### src/pkg/tfoc_pkg.sv
// Package for the timer force, channel-7 override and counter block
package tfoc_pkg;

	// Channel count and counter width
	localparam int unsigned NUM_CH  = 8;
	localparam int unsigned CNT_W   = 16;

	// Printed offsets are byte offsets but not multiples of four: indices
	localparam logic [7:0] IDX_CH_SELECT    = 8'h00;
	localparam logic [7:0] IDX_FORCE        = 8'h01;
	localparam logic [7:0] IDX_OVR_MASK     = 8'h02;
	localparam logic [7:0] IDX_OVR_DATA     = 8'h03;
	localparam logic [7:0] IDX_CNT_HIGH     = 8'h04;
	localparam logic [7:0] IDX_CNT_LOW      = 8'h05;
	localparam logic [7:0] IDX_CTRL         = 8'h06;
	localparam logic [7:0] IDX_TOGGLE_OVF   = 8'h07;
	localparam logic [7:0] IDX_PIN_DISC     = 8'h2C;
	localparam logic [7:0] IDX_ACTION       = 8'h40;
	localparam logic [7:0] IDX_CMP_BASE     = 8'h41;
	localparam logic [7:0] IDX_INT_STAT     = 8'h50;
	localparam logic [7:0] IDX_INT_MASK     = 8'h51;
	localparam logic [7:0] IDX_PRESCALE     = 8'h52;
	localparam logic [7:0] IDX_CH_FLAGS     = 8'h53;

	// Control register fields
	localparam int unsigned CTRL_EN_BIT      = 7;
	localparam int unsigned CTRL_SPECIAL_BIT = 0;

	// Interrupt status layout
	localparam int unsigned IRQ_OVF_BIT = 0;
	localparam int unsigned IRQ_CH7_BIT = 1;
	localparam int unsigned IRQ_W       = 2;

	// Reset values
	localparam logic [7:0]       RST_BYTE  = 8'h00;
	localparam logic [CNT_W-1:0] RST_CNT   = 16'h0000;
	localparam logic [15:0]      RST_ACT   = 16'h0000;
	localparam logic [7:0]       RST_PRESC = 8'h00;
	localparam logic [31:0]      FORCE_READ = 32'h0000_0000;
	localparam logic [CNT_W-1:0] CNT_ALL_ONES = 16'hFFFF;

	// Implemented channel mask (unimplemented bits read zero)
	localparam logic [7:0] CH_IMPL = 8'hFF;

	// Output compare pin actions
	typedef enum logic [1:0] {
		TFOC_ACT_NONE,
		TFOC_ACT_TOGGLE,
		TFOC_ACT_CLEAR,
		TFOC_ACT_SET
	} tfoc_act_e;

	// Per-channel view handed to the pin module
	typedef struct packed {
		logic [7:0]  sel_oc;
		logic [7:0]  disc;
		logic [7:0]  tog_ovf;
		logic [7:0]  ovr_mask;
		logic [7:0]  ovr_data;
		logic [15:0] action;
	} tfoc_cfg_s;

	typedef struct packed {
		logic [7:0] force_hit;
		logic [7:0] match_hit;
		logic       ovf;
	} tfoc_evt_s;

endpackage : tfoc_pkg

### src/rtl/tfoc_pins.sv
// Per-channel output compare pin logic with channel-7 override
`timescale 1ns/1ps
module tfoc_pins
	import tfoc_pkg::*;
(
	// Clock and reset
	input  wire logic              pclk,
	input  wire logic              presetn,
	input  wire logic              clk_en,
	// Configuration and events
	input  wire tfoc_pkg::tfoc_cfg_s cfg,
	input  wire tfoc_pkg::tfoc_evt_s evt,
	// Pin state
	output logic [7:0]             pin_ff
);
	logic       ch7_event;
	logic [7:0] nxt_pin;

	// Channel-7 event: its compare match or force, or overflow with its toggle bit
	assign ch7_event = (cfg.sel_oc[7] & (evt.match_hit[7] | evt.force_hit[7]))
		| (evt.ovf & cfg.tog_ovf[7]);

	// One copy of the pin decision per channel
	genvar g;
	generate
		for (g = 0; g < NUM_CH; g++) begin : g_ch
			tfoc_act_e act;
			logic      hit;
			logic      drive;
			assign act   = tfoc_act_e'(cfg.action[2*g +: 2]);
			assign hit   = evt.force_hit[g] | evt.match_hit[g];
			assign drive = cfg.sel_oc[g] & ~cfg.disc[g];
			always_comb begin
				nxt_pin[g] = pin_ff[g];
				if (drive) begin
					// Override beats toggle, toggle beats forced or matched action
					if (ch7_event && cfg.ovr_mask[g]) begin
						nxt_pin[g] = cfg.ovr_data[g];
					end else if (evt.ovf && cfg.tog_ovf[g]) begin
						nxt_pin[g] = ~pin_ff[g];
					end else if (hit && !(ch7_event && g != 7 &&
						cfg.ovr_mask[7])) begin
						case (act)
							TFOC_ACT_TOGGLE: nxt_pin[g] = ~pin_ff[g];
							TFOC_ACT_CLEAR:  nxt_pin[g] = 1'b0;
							TFOC_ACT_SET:    nxt_pin[g] = 1'b1;
							default:         nxt_pin[g] = pin_ff[g];
						endcase
					end
				end
			end
		end
	endgenerate

	// Pin register
	always_ff @(posedge pclk or negedge presetn) begin
		if (!presetn) begin
			pin_ff <= RST_BYTE;
		end else if (clk_en) begin
			pin_ff <= nxt_pin & CH_IMPL;
		end
	end

	// Masked override bit follows data on a channel-7 match
	a_ovr_copy: assert property (@(posedge pclk) disable iff (!presetn)
		clk_en && cfg.sel_oc[7] && evt.match_hit[7] && cfg.ovr_mask[0]
		&& cfg.sel_oc[0] && !cfg.disc[0] |=> pin_ff[0] == $past(cfg.ovr_data[0]))
		else $error("override data not copied");
	// Disconnected pin never moves, even when masked for override
	a_disc_hold: assert property (@(posedge pclk) disable iff (!presetn)
		clk_en && cfg.disc[3] |=> pin_ff[3] == $past(pin_ff[3]))
		else $error("disconnected pin changed");
endmodule : tfoc_pins

### src/rtl/tfoc_top.sv
// Timer force compare, channel-7 override and main counter with APB regs
`timescale 1ns/1ps
module tfoc_top
	import tfoc_pkg::*;
(
	// Clock, reset, enable
	input  wire logic        pclk,
	input  wire logic        presetn,
	input  wire logic        clk_en,
	// APB slave
	input  wire logic        psel,
	input  wire logic        penable,
	input  wire logic        pwrite,
	input  wire logic [11:0] paddr,
	input  wire logic [31:0] pwdata,
	output logic      [31:0] prdata,
	output logic             pready,
	output logic             pslverr,
	// Timer port and interrupt
	output logic      [7:0]  timer_pins,
	output logic             irq
);
	// Registers
	logic [7:0]       ch_select_ff;
	logic [7:0]       force_bits_ff;
	logic [7:0]       ch7_override_mask_ff;
	logic [7:0]       ch7_override_data_ff;
	logic [7:0]       toggle_on_overflow_ff;
	logic [7:0]       pin_disconnect_ff;
	logic [7:0]       ctrl_ff;
	logic [15:0]      action_ff;
	logic [7:0]       prescale_ff;
	logic [7:0]       presc_cnt_ff;
	logic [CNT_W-1:0] main_counter_ff;
	logic [CNT_W-1:0] cmp_ff [NUM_CH];
	logic [7:0]       ch_flags_ff;
	logic [IRQ_W-1:0] int_stat_ff;
	logic [IRQ_W-1:0] int_mask_ff;
	logic [31:0]      prdata_ff;
	logic             pready_ff;
	logic             pslverr_ff;
	logic             irq_ff;
	logic             tick_ff;
	logic             ovf_ff;
	logic [7:0]       match_ff;

	// Bus decode
	logic       acc;
	logic       wr;
	logic       rd;
	logic       addr_ok;
	logic [9:0] idx;
	logic [31:0] nxt_prdata;
	logic [7:0] wbyte;
	logic       special;
	logic       run;
	tfoc_cfg_s  cfg;
	tfoc_evt_s  evt;

	// Word index; only aligned addresses write, reads ignore paddr[1:0]
	assign idx     = paddr[11:2];
	assign addr_ok = (paddr[1:0] == 2'b00);
	assign acc     = psel & penable & ~pready_ff & clk_en;
	assign wr      = acc & pwrite & addr_ok;
	assign rd      = acc & ~pwrite;
	assign wbyte   = pwdata[7:0];
	assign special = ctrl_ff[CTRL_SPECIAL_BIT];
	assign run     = ctrl_ff[CTRL_EN_BIT];

	// Answer one cycle after access phase starts
	always_ff @(posedge pclk or negedge presetn) begin
		if (!presetn) begin
			pready_ff  <= 1'b0;
			pslverr_ff <= 1'b0;
			prdata_ff  <= FORCE_READ;
		end else if (clk_en) begin
			pready_ff  <= psel & penable & ~pready_ff;
			pslverr_ff <= psel & penable & ~pready_ff & ~addr_ok;
			prdata_ff  <= rd ? nxt_prdata : FORCE_READ;
		end
	end

	// Read mux; unmapped words read zero
	always_comb begin
		nxt_prdata = FORCE_READ;
		if (idx == 10'(IDX_CH_SELECT)) begin
			nxt_prdata[7:0] = ch_select_ff;
		end else if (idx == 10'(IDX_FORCE)) begin
			nxt_prdata = FORCE_READ;
		end else if (idx == 10'(IDX_OVR_MASK)) begin
			nxt_prdata[7:0] = ch7_override_mask_ff;
		end else if (idx == 10'(IDX_OVR_DATA)) begin
			nxt_prdata[7:0] = ch7_override_data_ff;
		end else if (idx == 10'(IDX_CNT_HIGH)) begin
			nxt_prdata[15:0] = main_counter_ff;
		end else if (idx == 10'(IDX_CNT_LOW)) begin
			nxt_prdata[7:0] = main_counter_ff[7:0];
		end else if (idx == 10'(IDX_CTRL)) begin
			nxt_prdata[7:0] = ctrl_ff;
		end else if (idx == 10'(IDX_TOGGLE_OVF)) begin
			nxt_prdata[7:0] = toggle_on_overflow_ff;
		end else if (idx == 10'(IDX_PIN_DISC)) begin
			nxt_prdata[7:0] = pin_disconnect_ff;
		end else if (idx == 10'(IDX_ACTION)) begin
			nxt_prdata[15:0] = action_ff;
		end else if (idx == 10'(IDX_INT_STAT)) begin
			nxt_prdata[IRQ_W-1:0] = int_stat_ff;
		end else if (idx == 10'(IDX_INT_MASK)) begin
			nxt_prdata[IRQ_W-1:0] = int_mask_ff;
		end else if (idx == 10'(IDX_PRESCALE)) begin
			nxt_prdata[7:0] = prescale_ff;
		end else if (idx == 10'(IDX_CH_FLAGS)) begin
			nxt_prdata[7:0] = ch_flags_ff;
		end else if (idx >= 10'(IDX_CMP_BASE) &&
			idx < 10'(IDX_CMP_BASE) + 10'(NUM_CH)) begin
			nxt_prdata[15:0] = cmp_ff[3'(idx - 10'(IDX_CMP_BASE))];
		end
	end

	// Plain configuration registers
	always_ff @(posedge pclk or negedge presetn) begin
		if (!presetn) begin
			ch_select_ff          <= RST_BYTE;
			ch7_override_mask_ff  <= RST_BYTE;
			ch7_override_data_ff  <= RST_BYTE;
			toggle_on_overflow_ff <= RST_BYTE;
			pin_disconnect_ff     <= RST_BYTE;
			ctrl_ff               <= RST_BYTE;
			action_ff             <= RST_ACT;
			prescale_ff           <= RST_PRESC;
			int_mask_ff           <= '0;
		end else if (wr) begin
			// Unimplemented channel bits masked off on write
			if (idx == 10'(IDX_CH_SELECT))
				ch_select_ff <= wbyte & CH_IMPL;
			if (idx == 10'(IDX_OVR_MASK))
				ch7_override_mask_ff <= wbyte & CH_IMPL;
			if (idx == 10'(IDX_OVR_DATA))
				ch7_override_data_ff <= wbyte & CH_IMPL;
			if (idx == 10'(IDX_TOGGLE_OVF))
				toggle_on_overflow_ff <= wbyte & CH_IMPL;
			if (idx == 10'(IDX_PIN_DISC))
				pin_disconnect_ff <= wbyte & CH_IMPL;
			if (idx == 10'(IDX_CTRL))
				ctrl_ff <= wbyte;
			if (idx == 10'(IDX_ACTION))
				action_ff <= pwdata[15:0];
			if (idx == 10'(IDX_PRESCALE))
				prescale_ff <= wbyte;
			if (idx == 10'(IDX_INT_MASK))
				int_mask_ff <= pwdata[IRQ_W-1:0];
		end
	end

	// Compare value array, one word per channel
	always_ff @(posedge pclk or negedge presetn) begin
		if (!presetn) begin
			for (int i = 0; i < NUM_CH; i++)
				cmp_ff[i] <= RST_CNT;
		end else if (wr && idx >= 10'(IDX_CMP_BASE) &&
			idx < 10'(IDX_CMP_BASE) + 10'(NUM_CH)) begin
			cmp_ff[3'(idx - 10'(IDX_CMP_BASE))] <= pwdata[15:0];
		end
	end

	// Force strobe lives one cycle only, so nothing is held to read back
	always_ff @(posedge pclk or negedge presetn) begin
		if (!presetn) begin
			force_bits_ff <= RST_BYTE;
		end else if (clk_en) begin
			force_bits_ff <= (wr && idx == 10'(IDX_FORCE)) ?
				(wbyte & CH_IMPL) : RST_BYTE;
		end
	end

	// Prescaler: tick every prescale_ff+1 cycles while running
	always_ff @(posedge pclk or negedge presetn) begin
		if (!presetn) begin
			presc_cnt_ff <= RST_PRESC;
			tick_ff      <= 1'b0;
		end else if (clk_en) begin
			// Prescaler not reset by counter writes, hence drift
			if (!run) begin
				presc_cnt_ff <= RST_PRESC;
				tick_ff      <= 1'b0;
			end else if (presc_cnt_ff >= prescale_ff) begin
				presc_cnt_ff <= RST_PRESC;
				tick_ff      <= 1'b1;
			end else begin
				presc_cnt_ff <= presc_cnt_ff + 8'h01;
				tick_ff      <= 1'b0;
			end
		end
	end

	// Main counter: word write loads in special mode only
	always_ff @(posedge pclk or negedge presetn) begin
		if (!presetn) begin
			main_counter_ff <= RST_CNT;
			ovf_ff          <= 1'b0;
		end else if (clk_en) begin
			ovf_ff <= tick_ff && main_counter_ff == CNT_ALL_ONES;
			if (wr && special && idx == 10'(IDX_CNT_HIGH)) begin
				main_counter_ff <= pwdata[15:0];
			end else if (wr && special && idx == 10'(IDX_CNT_LOW)) begin
				main_counter_ff[7:0] <= wbyte;
			end else if (tick_ff) begin
				main_counter_ff <= main_counter_ff + 16'h0001;
			end
		end
	end

	// Compare match detect, registered once per tick
	genvar g;
	generate
		for (g = 0; g < NUM_CH; g++) begin : g_match
			always_ff @(posedge pclk or negedge presetn) begin
				if (!presetn) begin
					match_ff[g] <= 1'b0;
				end else if (clk_en) begin
					match_ff[g] <= tick_ff & ch_select_ff[g] &
						(main_counter_ff == cmp_ff[g]);
				end
			end
		end
	endgenerate

	// Channel flags: match sets unless forced; write one clears, set wins
	always_ff @(posedge pclk or negedge presetn) begin
		if (!presetn) begin
			ch_flags_ff <= RST_BYTE;
		end else if (clk_en) begin
			ch_flags_ff <= (ch_flags_ff & ~((wr && idx == 10'(IDX_CH_FLAGS))
				? wbyte : RST_BYTE)) | (match_ff & ~force_bits_ff);
		end
	end

	// Sticky interrupt status, write one to clear, set wins
	always_ff @(posedge pclk or negedge presetn) begin
		if (!presetn) begin
			int_stat_ff <= '0;
			irq_ff      <= 1'b0;
		end else if (clk_en) begin
			int_stat_ff[IRQ_OVF_BIT] <= ovf_ff |
				(int_stat_ff[IRQ_OVF_BIT] & ~(wr &&
				idx == 10'(IDX_INT_STAT) && pwdata[IRQ_OVF_BIT]));
			int_stat_ff[IRQ_CH7_BIT] <= match_ff[7] |
				(int_stat_ff[IRQ_CH7_BIT] & ~(wr &&
				idx == 10'(IDX_INT_STAT) && pwdata[IRQ_CH7_BIT]));
			irq_ff <= |(int_stat_ff & int_mask_ff);
		end
	end

	// Configuration bundle for the pin logic
	assign cfg.sel_oc   = ch_select_ff;
	assign cfg.disc     = pin_disconnect_ff;
	assign cfg.tog_ovf  = toggle_on_overflow_ff;
	assign cfg.ovr_mask = ch7_override_mask_ff;
	assign cfg.ovr_data = ch7_override_data_ff;
	assign cfg.action   = action_ff;
	assign evt.force_hit = force_bits_ff;
	assign evt.match_hit = match_ff;
	assign evt.ovf       = ovf_ff;

	// Pin action unit
	tfoc_pins u_pins (
		.pclk    (pclk),
		.presetn (presetn),
		.clk_en  (clk_en),
		.cfg     (cfg),
		.evt     (evt),
		.pin_ff  (timer_pins)
	);

	// Registered bus outputs
	assign prdata  = prdata_ff;
	assign pready  = pready_ff;
	assign pslverr = pslverr_ff;
	assign irq     = irq_ff;

	// Force read returns zero
	a_force_zero: assert property (@(posedge pclk) disable iff (!presetn)
		rd && idx == 10'(IDX_FORCE) && clk_en |=> prdata == 32'h0)
		else $error("force register read nonzero");
	// Forced channel never flags even with match
	a_force_noflag: assert property (@(posedge pclk) disable iff (!presetn)
		clk_en && force_bits_ff[0] && !ch_flags_ff[0] |=> !ch_flags_ff[0])
		else $error("forced channel set flag");
	// Force strobe lasts one cycle
	a_force_pulse: assert property (@(posedge pclk) disable iff (!presetn)
		clk_en && force_bits_ff != 8'h00 && !wr |=> force_bits_ff == 8'h00)
		else $error("force strobe held");
	// Normal-mode write leaves counter unchanged
	a_cnt_nowrite: assert property (@(posedge pclk) disable iff (!presetn)
		clk_en && wr && !special && !tick_ff |=>
		main_counter_ff == $past(main_counter_ff))
		else $error("counter written in normal mode");
	// Counter climbs by one on tick
	a_cnt_step: assert property (@(posedge pclk) disable iff (!presetn)
		clk_en && tick_ff && !wr |=>
		main_counter_ff == $past(main_counter_ff) + 16'h0001)
		else $error("counter did not step");
	// Wrap raises overflow next cycle
	a_cnt_wrap: assert property (@(posedge pclk) disable iff (!presetn)
		clk_en && tick_ff && main_counter_ff == 16'hFFFF && !wr
		##1 clk_en |-> ovf_ff && main_counter_ff == 16'h0000)
		else $error("wrap without overflow");
	// Toggle on overflow flips a pin that no channel-7 event overrides
	a_tog_ovf: assert property (@(posedge pclk) disable iff (!presetn)
		clk_en && ovf_ff && toggle_on_overflow_ff[4] && ch_select_ff[4]
		&& !pin_disconnect_ff[4] && !(ch7_override_mask_ff[4] &&
		(toggle_on_overflow_ff[7] || (ch_select_ff[7] &&
		(match_ff[7] || force_bits_ff[7]))))
		|=> timer_pins[4] != $past(timer_pins[4]))
		else $error("overflow toggle missed");
	// Capture-mode channel pin stays put
	a_cap_hold: assert property (@(posedge pclk) disable iff (!presetn)
		clk_en && !ch_select_ff[3] |=> timer_pins[3] == $past(timer_pins[3]))
		else $error("capture pin driven");
endmodule : tfoc_top

### config.mk
export PLATFORM = sky130hd
export DESIGN_NAME = tfoc_top
export DESIGN_NICKNAME = d
export VERILOG_FILES = /design/src/pkg/tfoc_pkg.sv /design/src/rtl/tfoc_pins.sv /design/src/rtl/tfoc_top.sv
export SDC_FILE = /design/constraint.sdc
export NUM_CORES = 1
export LEC_CHECK = 0
export BUFFER_PORTS_ARGS = -buffer_cell sky130_fd_sc_hd__buf_2
export CORE_MARGIN = 2
export CORE_UTILIZATION = 47
export CTS_BUF_LIST = sky130_fd_sc_hd__clkbuf_4 sky130_fd_sc_hd__clkbuf_8 sky130_fd_sc_hd__clkbuf_16
export CTS_CLUSTER_SIZE = 20
export DETAILED_ROUTE_END_ITERATION = 6
export GPL_ROUTABILITY_DRIVEN = 1
export GPL_TIMING_DRIVEN = 1
export HOLD_SLACK_MARGIN = 0.03
export SETUP_SLACK_MARGIN = 0.5
export SLEW_MARGIN = 0
export SYNTH_ARGS = -nofsm -noshare
export SYNTH_HDL_FRONTEND = slang
export SYNTH_HIERARCHICAL = 1
export SYNTH_SLANG_ARGS = --single-unit
export TNS_END_PERCENT = 5
### constraint.sdc
create_clock -name pclk -period 5.3 [get_ports pclk]
set_input_delay 0.795 -clock pclk [delete_from_list [all_inputs] [get_ports pclk]]
set_output_delay 0.795 -clock pclk [all_outputs]
set_load 0.05 [all_outputs]
# Yosys cells after proc, flatten, opt, wreduce, memory -nomap -nowiden
# Cells that the tools add are included.
# classes
n_addsub,3
magnitude_cmp,5
n_eq_ne,47
mux,101
n_bitwise,74
reduce_logical,77
# op_table
cell,count
two-way mux 16 bit,23
two-way mux 8 bit,36
bitwise mux 128 bit,1
== test 16 bit,8
"== test 10 x 7 -> 1 bit, second input constant",5
binary-select mux 16 bit (select 3 bit),1
demux 16 bit (select 3 bit),1
"== test 10 x 3 -> 1 bit, second input constant",4
nonzero test 5 bit,8
logical AND 1 bit,36
AND 1 bit,35
"== test 2 bit, second input constant",16
two-way mux 32 bit,1
AND reduction 4 bit,8
two-way mux 14 bit,2
nonzero test 3 bit,9
two-way mux 1 bit,26
one-hot mux 1 bit (3 select lines),8
inverter 1 bit,21
"== test 10 x 2 -> 1 bit, second input constant",2
AND reduction 2 bit,10
"adder 16 x 1 -> 16 bit, second input constant",1
AND 8 bit,2
"== test 16 bit, second input constant",1
23 further kinds,42
# word_totals
register_bits,297
input_bits,50
out_inout_bits,43
elab_cells,352

# Longest topological paths before layout
# Gate-level depths: netlist of run 1.
# depth
depth_word,47
mapped_depth,13
ltp_nobuf,8

# Modules after synthesis
# The synthesis of run 1 kept the hierarchy.
# modules_own_cells
mod,instances,cells_per_inst,area_each_um2,seq_area_each_um2
tfoc_top,1,1340,15252.1,6831.6
tfoc_pins,1,135,1139.8,200.2

# Worst setup path after synthesis of run 1
# OpenSTA, ideal clock, no wires.
# synth_timing
path_kind,input to register
start,input paddr[2]
end,register prdata_ff[14] (netlist: prdata[14])
setup_time_ps,149
arrival_ps,3243
t_required_ps,5151
setup_slack_ps,1908
stages,10
path_buffers,5
path_cell_list,buf_2 buf_2 inv_2 ha_1 clkbuf_1 clkbuf_1 clkbuf_1 mux4_2 mux2i_1 o221ai_1
# synth_between
elab_chain_cells,35
word_cells_on_any_way,52
cone_classes,1 x add/sub; 2 x order compare; 13 x eq/ne; 33 x mux; 1 x bitwise; 2 x reduce/logical
# synth_rtl
element,line,source
"start, declared",tfoc_top.sv:14,"input wire logic [11:0] paddr,"
subtractor 3 x 1 -> 3 bit,tfoc_top.sv:116,nxt_prdata[15:0] = cmp_ff[3'(idx - 10'(IDX_CMP_BASE))];
inverter 3 -> 4 bit (implied by the code),tfoc_top.sv:116,
binary-select mux 16 bit (select 3 bit),tfoc_top.sv:116,
two-way mux 16 bit (implied by the code) (2 in series),tfoc_top.sv:116,
two-way mux 16 bit,tfoc_top.sv:114,end else if (idx >= 10'(IDX_CMP_BASE) &&
two-way mux 16 bit,tfoc_top.sv:112,end else if (idx == 10'(IDX_CH_FLAGS)) begin
two-way mux 16 bit,tfoc_top.sv:110,end else if (idx == 10'(IDX_PRESCALE)) begin
two-way mux 16 bit,tfoc_top.sv:108,end else if (idx == 10'(IDX_INT_MASK)) begin
[... 18 more ...],n/a,
two-way mux 8 bit,tfoc_top.sv:98,end else if (idx == 10'(IDX_CTRL)) begin
two-way mux 8 bit,tfoc_top.sv:96,end else if (idx == 10'(IDX_CNT_LOW)) begin
two-way mux 16 bit,tfoc_top.sv:94,end else if (idx == 10'(IDX_CNT_HIGH)) begin
two-way mux 8 bit,tfoc_top.sv:92,end else if (idx == 10'(IDX_OVR_DATA)) begin
two-way mux 8 bit,tfoc_top.sv:90,end else if (idx == 10'(IDX_OVR_MASK)) begin
two-way mux 16 bit,tfoc_top.sv:88,end else if (idx == 10'(IDX_FORCE)) begin
two-way mux 8 bit *,tfoc_top.sv:86,if (idx == 10'(IDX_CH_SELECT)) begin
two-way mux 32 bit *,tfoc_top.sv:79,prdata_ff <= rd ? nxt_prdata : FORCE_READ;
"end signal, assigned",tfoc_top.sv:79,
"end, declared",tfoc_top.sv:39,logic [31:0] prdata_ff;
# Every way passes the cells marked *; elsewhere a longest branch is shown, timed or not. The select of a mux whose other input is x is not followed.
# A chain may end at the register's enable or synchronous reset.

# Worst setup path after layout of run 1
# layout_timing
start,input paddr[4]
end,register toggle_on_overflow_ff[4]
# layout_between
elab_chain_cells,2
# layout_rtl
element,line,source
== test 10 x 3 -> 1 bit,tfoc_top.sv:140,if (idx == 10'(IDX_TOGGLE_OVF))
AND reduction 2 bit (no source line),n/a,
"end signal, assigned",tfoc_top.sv:141,toggle_on_overflow_ff <= wbyte & CH_IMPL;
"end, declared",tfoc_top.sv:28,logic [7:0] toggle_on_overflow_ff;
# Every way passes these cells.

==> results of run 1 <==
[worst max-delay path, stage by stage]
cell,delay (ns)
buf_2,0.26
or4b_2,0.81
nor2_1,0.73
nand3_1,0.68
mux2_2,0.47
[metrics by stage]
step                      util (%)  power (mW)  hold slack [ns]  std cells
after global routing          52.3        5.12            0.360       1963
after CTS                     52.3        5.01            0.335       1963
after detailed placement      49.1        2.62            0.483       1907
after global placement        49.1        2.62            0.474       1907
final                         52.3        4.99            0.270       1963
after floorplan                  -        2.46            0.439       1490
[registers in the layout (all words and copies together) (netlist names), 16 cells and up]
signal           count
action_ff           16
cmp_ff             128
main_counter_ff     16
prdata              16
[placed cells by master, fill, tap and decap left out, types with 31 or more instances in the layout]
master / n
nand2_1: 96
inv_1: 44
xor2_1: 120
o21ai_0: 54
mux2_2: 161
nand3_1: 34
clkbuf_16: 31
dfrtp_1: 281
a21oi_1: 41
buf_2: 59
nor3_1: 31
[cells by family after synthesis]
| logic type | count (synthesis) | share of synthesized area, % |
|---|---|---|
| AND/OR/NAND/NOR | 323 | 10.8 |
| AO/OA/AOI/OAI | 287 | 12.9 |
| flip-flops | 281 | 42.9 |
| multiplexers | 253 | 19.4 |
| buffers and inverters | 174 | 5.14 |
| XOR/XNOR | 138 | 7.37 |
| adder cells (fa/ha/maj) | 18 | 1.37 |
| other | 1 | 0.0229 |
[where the power goes]
part / leakage [nW] / switching (mW) / total (mW) / internal (mW)
Combinational: 4.11 / 0.289 / 0.394 / 0.105
Sequential: 3.88 / 0.0335 / 2.19 / 2.15
Clock: 0.561 / 0.929 / 2.40 / 1.47
[area by class of cell]
class	instances	share of cell area (%)
Inverter	46	0.958
Clock buffer	39	4.74
Tap cell	455	3.16
Sequential cell	281	39.0
Timing Repair Buffer	90	2.97
Clock inverter	17	1.48
Multi-Input combinational cell	1035	47.7
[routing by layer]
| metal | global-route usage [%] | vias to the layer above |
|---|---|---|
| li1 | - | 5429 |
| met1 | 41.6 | 6451 |
| met2 | 47.3 | 550 |
| met3 | 4.14 | 134 |
| met4 | 10.1 | 0 |
| met5 | 0 | - |
[how the worst max path moves through the flow]
stage / startpoint / to / slack, ns / depth (start not counted)
2_1_floorplan: paddr[2] / prdata[14] / 1.91 / 10
5_1_grt: paddr[2] / prdata[3] / 1.91 / 9
4_1_cts: paddr[2] / prdata[3] / 2.03 / 9
3_3_place_gp: paddr[2] / prdata[0] / 1.46 / 9
6_report: paddr[4] / toggle_on_overflow_ff[4] / 1.99 / 5
3_5_place_dp: paddr[2] / prdata[3] / 1.43 / 9
==> summary.txt, run 1 <==
Outcome
  • Status: complete, but fails checks
  • Failing checks: DRC

Detailed routing
  • DR pass1 iterations: 7
  • Routed via count: 12600
  • Met3 routed WL: 3630 um
  • Residual DRC count: 21
  • Antenna Violating Nets Remaining: 0
  • DR top layer: met4
  • Wire length per cell: 27.1 um
  • M1 WL: 22700 um
  • WL final: 53300 um
  • DR vias/cell: 6.40
  • 1st-iter DRT viols: 1139
  • WL met2: 24900 um

Worst setup path
  • Reg-to-Reg Start: main_counter_ff[0]
  • Crit-path max FO: 10
  • Worst setup EP type: register
  • RR Endpoint: main_counter_ff[14]
  • WP data arrival: 3.77 ns
  • Req. time, crit path: 5.76 ns
  • Critical Path Start Type: input port
  • Worst r2r path cells: 6
  • Crit path kind: in -> reg
  • R2R Setup Slk: 2.50 ns

Global routing
  • Total GRT Usage: 29.7%
  • Pin count of the biggest net entering global routing: 118
  • Gr ovfl total: 0
  • Vias in the first global route: 12500
  • First-pass GRT wire length: 81200 um
  • Antenna violations before repair: 1

Synth
  • Async SR Flop Fraction: 100%
  • Top FF cell, synth: dfrtp_1
  • Post-Syn Area: 0.0164 sq mm
  • Area contributors post-synth: dfrtp_1, mux2_2, xor2_1
  • Most frequent cells after synthesis: dfrtp_1, mux2_2, xor2_1, nand2_1, clkbuf_1
  • Most frequent cell after synthesis: dfrtp_1
  • Area share of the largest cell type after synthesis: 42.9%
  • Part of the Yosys area used for sequential elements: 42.9%
  • Synth Instances: 1475
  • Number of synthesized flops with an enable pin: 0
  • Unique masters post-synth: 81
  • Syn Area/Cell: 11.1 sq um
  • YS warnings: 6
  • #FFs+latches synth: 281
  • Cell taking the most area after synthesis: dfrtp_1

Finish
  • Layout area overhead: 9.98%
  • Filler cell count: 3078
  • Nets: 1553
  • Share of cells above drive strength 1: 25.8%
  • FF+latch area: 0.00703 sq mm
  • Multi-input gate area: 0.00860 sq mm
  • Design Area, Final: 0.0180 sq mm
  • Antenna Cells: 0

CTS
  • CTS max path bufs: 3
  • Clock slew at reported path FFs: 0.06 ns
  • Clock Latency Late Sink: 0.59 ns
  • CTS tree: done
  • Post-cts resize count: 0
  • Clock sinks: 281
  • Setup Fix Bufs, Post-CTS: 0
  • Root Buffer: clkbuf_16
  • H-tree levels: 1
  • CTS buffer count: 31
  • Cts hold-fix bufs: 0

STA
  • Fmax: 302 MHz
  • Slew Viols, Final: 0
  • Minimum clock period: 3.31 ns
  • Sum Neg Setup Slack: 0 ns
  • Final clock skew: 0.0133 ns
  • Slack of the critical path: 1.99 ns
  • RSZ-0062 raised after global routing: false
  • Max transition margin: 24.8%
  • Final setup vio count: 0
  • Fin. Hold Viols: 0
  • Fin crit share: 62.4%
  • Slew @ Worst Pin: 1.12 ns

Floorplanning
  • Chip Width: 191 um
  • Die area: 0.0364 sq mm
  • Initial Util: 47.6%
  • Core area: 0.0345 sq mm
  • Row count: 68
  • Die Y-Extent: 191 um
  • I/O pins: 93

Pwr
  • Worst IR drop on VDD: 0.303 mV
  • Leakage power: 8.55 nW
  • Power density over the cells: 277 mW/mm^2

Placement
  • GP Congestion: 0.895
  • Post-Place Worst Slack: 1.43 ns
  • Final HPWL DP: 37200 um
  • Cell Area, Placed: 0.0169 sq mm
  • # port buffers: 60

Job
  • Max-cap violations: 0

Hold path
  • HP Class: in -> async
No activity file was read; power rests on OpenSTA's default activity.
==> run 2: changes to the inputs <==
- ABC_AREA: unset -> 1
- PLACE_DENSITY: unset -> 0.67
- clock period: 5.3 -> 2.8 ns (I/O delays scaled with it)
==> run 2 against run 1 <==
Effect of this change:
- the run now ends clean
- clock skew increased by 0.0017 ns
- critical endpoint is now main_counter_ff[14]
- die area shrank 3.1%
- highest routed layer unchanged
- cell area rose by 1.7%
- critical path type is now reg -> reg
- combinational power up 62%
- first-iteration DRC count up 31%
- sequential share of layout area down 0.66 points
- wire length down 0.66%
- clock power rose by 90%
- final cell count grew 36%
- critical path depth grew 7
- power is 86% higher
- largest cell class unchanged
==> summary.txt, run 2 <==
Floorplanning
  • Initial Util: 47.6% (about the same)
  • Die Y-Extent: 188 um (was 191 um)
  • Chip Width: 188 um (was 191 um)
  • Die area: 0.0353 sq mm (was 0.0364 sq mm)
  • I/O pins: 93 (unchanged)
  • Core area: 0.0334 sq mm (was 0.0345 sq mm)
  • Row count: 67 (was 68)

STA
  • Minimum clock period: 2.32 ns
  • Slack of the critical path: 0.481 ns (was 1.99 ns)
  • Slew @ Worst Pin: 0.898 ns (was 1.12 ns)
  • Fmax: 431 MHz
  • Slew Viols, Final: 0 (unchanged)
  • Final setup vio count: 0 (unchanged)
  • Max transition margin: 40.1% (was 24.8%)
  • Final clock skew: 0.0150 ns (was 0.0133 ns)
  • Sum Neg Setup Slack: 0 ns (unchanged)
  • RSZ-0062 raised after global routing: true (was false)
  • Fin crit share: 82.8%
  • Fin. Hold Viols: 0 (unchanged)

Worst setup path
  • WP data arrival: 2.72 ns (was 3.77 ns)
  • Worst path bufs/invs: 2 (was 1)
  • Reg-to-Reg Start: main_counter_ff[0] (unchanged)
  • RR Endpoint: main_counter_ff[14] (unchanged)
  • Crit-path max FO: 4 (was 10)
  • CP peak stage delay: 0.41 ns (was 0.81 ns)
  • CP delay by family, top: simple AND/OR/NAND/NOR gates (unchanged)
  • Critical-path top delay cell: dfrtp_1 (was or4b_2)
  • Worst r2r path cells: 12 (was 6)
  • Worst setup EP type: register (unchanged)
  • Crit path kind: reg -> reg (was in -> reg)
  • Cell Chain, Critical Path: ha_2 > nand3_2 > nor2_2 > inv_2 > nor4_4 > buf_4 > nand3_4 > nor2_4 > nand2_2 > xor2_1 > a21oi_1 > a31o_2 (was buf_2 > or4b_2 > nor2_1 > nand3_1 > mux2_2)
  • Req. time, crit path: 3.20 ns (was 5.76 ns)
  • Critical Path Start Type: register (was input port)
  • R2R Setup Slk: 0.48 ns (was 2.50 ns)

Synth
  • Area contributors post-synth: dfrtp_1, nand2_1, o21ai_0 (was dfrtp_1, mux2_2, xor2_1)
  • Synth Instances: 2101 (was 1475)
  • Post-Syn Area: 0.0159 sq mm (was 0.0164 sq mm)
  • Syn Area/Cell: 7.55 sq um (was 11.1 sq um)
  • Async SR Flop Fraction: 100% (unchanged)
  • Unique masters post-synth: 51 (was 81)
  • Most frequent cell after synthesis: nand2_1 (was dfrtp_1)
  • Number of synthesized flops with an enable pin: 0 (unchanged)
  • Part of the Yosys area used for sequential elements: 44.3% (was 42.9%)
  • Most frequent cells after synthesis: nand2_1, o21ai_0, dfrtp_1, nor2_1, inv_1 (was dfrtp_1, mux2_2, xor2_1, nand2_1, clkbuf_1)
  • YS warnings: 6 (unchanged)
  • #FFs+latches synth: 281 (unchanged)
  • Area share of the largest cell type after synthesis: 44.3% (was 42.9%)
  • Top FF cell, synth: dfrtp_1 (unchanged)
  • Cell taking the most area after synthesis: dfrtp_1 (unchanged)

Detailed routing
  • DR vias/cell: 5.63 (was 6.40)
  • 1st-iter DRT viols: 1487 (was 1139)
  • Residual DRC count: 0 (was 21)
  • Wire length per cell: 19.8 um (was 27.1 um)
  • Routed via count: 15000 (was 12600)
  • WL final: 52900 um (was 53300 um)
  • Antenna Violating Nets Remaining: 0 (unchanged)
  • DR pass1 iterations: 5 (was 7)

Placement
  • Cell Area, Placed: 0.0170 sq mm (was 0.0169 sq mm)
  • GP Congestion: 0.932 (was 0.895)
  • Final HPWL DP: 38300 um (was 37200 um)
  • Dpl cells: 2601 (was 1907)
  • # port buffers: 60 (unchanged)
  • Post-Place Worst Slack: 0.0796 ns (was 1.43 ns)

Finish
  • Layout area overhead: 15.5% (was 9.98%)
  • Most frequent cells in the layout: nand2_1, o21ai_0, dfrtp_1 (was dfrtp_1, mux2_2, xor2_1)
  • Reg with most FFs: cmp_ff (unchanged)
  • Filler cell count: 3163 (was 3078)
  • Max reg flops: 128 (unchanged)
  • Design Area, Final: 0.0183 sq mm (was 0.0180 sq mm)
  • Share of cells above drive strength 1: 13.3% (was 25.8%)
  • Layout Cells excl Fill: 2668 (was 1963)
  • Antenna Cells: 0 (unchanged)
  • Most common cell after layout, fill and taps aside: nand2_1 (was dfrtp_1)
  • Nets: 2265 (was 1553)
  • Multi-input gate area: 0.00781 sq mm (was 0.00860 sq mm)
  • FF+latch area: 0.00703 sq mm (unchanged)

Job
  • Max-cap violations: 0 (unchanged)

Pwr
  • Power density over the cells: 505 mW/mm^2 (was 277 mW/mm^2)
  • Switching part of the total: 24.1% (was 25.1%)
  • Worst IR drop on VDD: 0.450 mV (was 0.303 mV)
  • Leakage power: 8.55 nW (about the same)
  • Sequential Power Share: 44.1% (was 43.9%)
  • Internal Pwr Total: 7.04 mW (was 3.73 mW)
  • NetSw: 2.23 mW (was 1.25 mW)
  • Logic gate share of total power: 6.9% (was 7.9%)
  • Clock power frac: 49.1% (was 48.2%)

Global routing
  • First-pass GRT wire length: 82300 um (was 81200 um)
  • Antenna violations before repair: 0 (was 1)
  • Gr ovfl total: 0 (unchanged)
  • Pin count of the biggest net entering global routing: 78 (was 118)
  • Total GRT Usage: 30.2% (was 29.7%)
  • Vias in the first global route: 14400 (was 12500)

Hold path
  • Hold-critical path endpoint: pslverr
  • Hold wc startpoint: paddr[0]
  • Worst hold path cell count: 3
  • HP Class: in -> reg (was in -> async)

CTS
  • H-tree levels: 2 (was 1)
  • Clock sinks: 281 (unchanged)
  • Root Buffer: clkbuf_16 (unchanged)
  • Clock slew at reported path FFs: 0.06 ns (about the same)
  • Clock Latency Late Sink: 0.53 ns (was 0.59 ns)
  • CTS tree: done (unchanged)
  • CTS max path bufs: 3 (unchanged)
  • CTS buffer count: 34 (was 31)

Outcome
  • Status: finished clean (was complete, but fails checks)
## run 2: metrics by stage
stage,hold slack (ns),power (mW),util [%]
floorplan,0.124,4.49,-
global route,0.243,9.53,55.0
detailed placement,0.328,4.78,51.0
CTS,0.203,9.30,54.7
global placement,0.325,4.77,51.0
finish,0.205,9.27,55.0
## run 2: tightest hold or removal path, delay by kind of cell
| family | cells | cell delay, ns |
|---|---|---|
| buf+inv | 1 | 0.07 |
| compound gates | 1 | 0.15 |
| simple gates | 1 | 0.05 |
## run 2: routing by layer
layer  part of all wire, %  GRT usage (%)
met3                   8.8           5.43
met5                     0              0
met1                    42           41.3
met2                    44           46.7
met4                   4.8           14.4
## run 2: cells by family after synthesis
group	synth area share, %
and+or+nand+nor	27.6
AOI/OAI and AO/OA	14.0
buffers and inverters	7.47
DFF	44.3
xor gates and xnor gates	5.19
adders and majority gates	1.42
other	0.0236
## run 2: cell type report
cell class	instances	share of cell area (%)
clock buffer	53	5.82
clock inverter	6	0.457
inverter	186	3.83
multi-input combinational	1546	42.6
sequential	281	38.3
tap	448	3.06
timing repair buffer	148	5.92
## run 2: worst max path at each step
stage | start | slack [ns] | end | cells after the start
after floorplan | paddr[2] | 0.51 | prdata[5] | 23
after global placement | paddr[2] | 0.09 | prdata[5] | 23
after detailed placement | paddr[2] | 0.08 | prdata[5] | 23
after CTS | main_counter_ff[0] | 0.41 | main_counter_ff[14] | 12
after global routing | main_counter_ff[0] | 0.36 | main_counter_ff[14] | 12
final | main_counter_ff[0] | 0.48 | main_counter_ff[14] | 12
## run 2: timing repair
action | in CTS | in global routing
buffers inserted | 3 | 4
hold endpoints to repair | 31 | 0
setup endpoints to repair | 13 | 47
pin swaps | 0 | 5
gates resized for setup | 6 | 19
hold buffers | 1 | 0
## run 2: power groups by stage
stage	sequential, mW	clock (mW)	combinational [mW]
3_5_place_dp	4.15	0	0.622
4_1_cts	4.08	4.59	0.628
6_report	4.08	4.55	0.639
2_1_floorplan	4.17	0	0.329
5_1_grt	4.08	4.75	0.702
3_3_place_gp	4.15	0	0.618
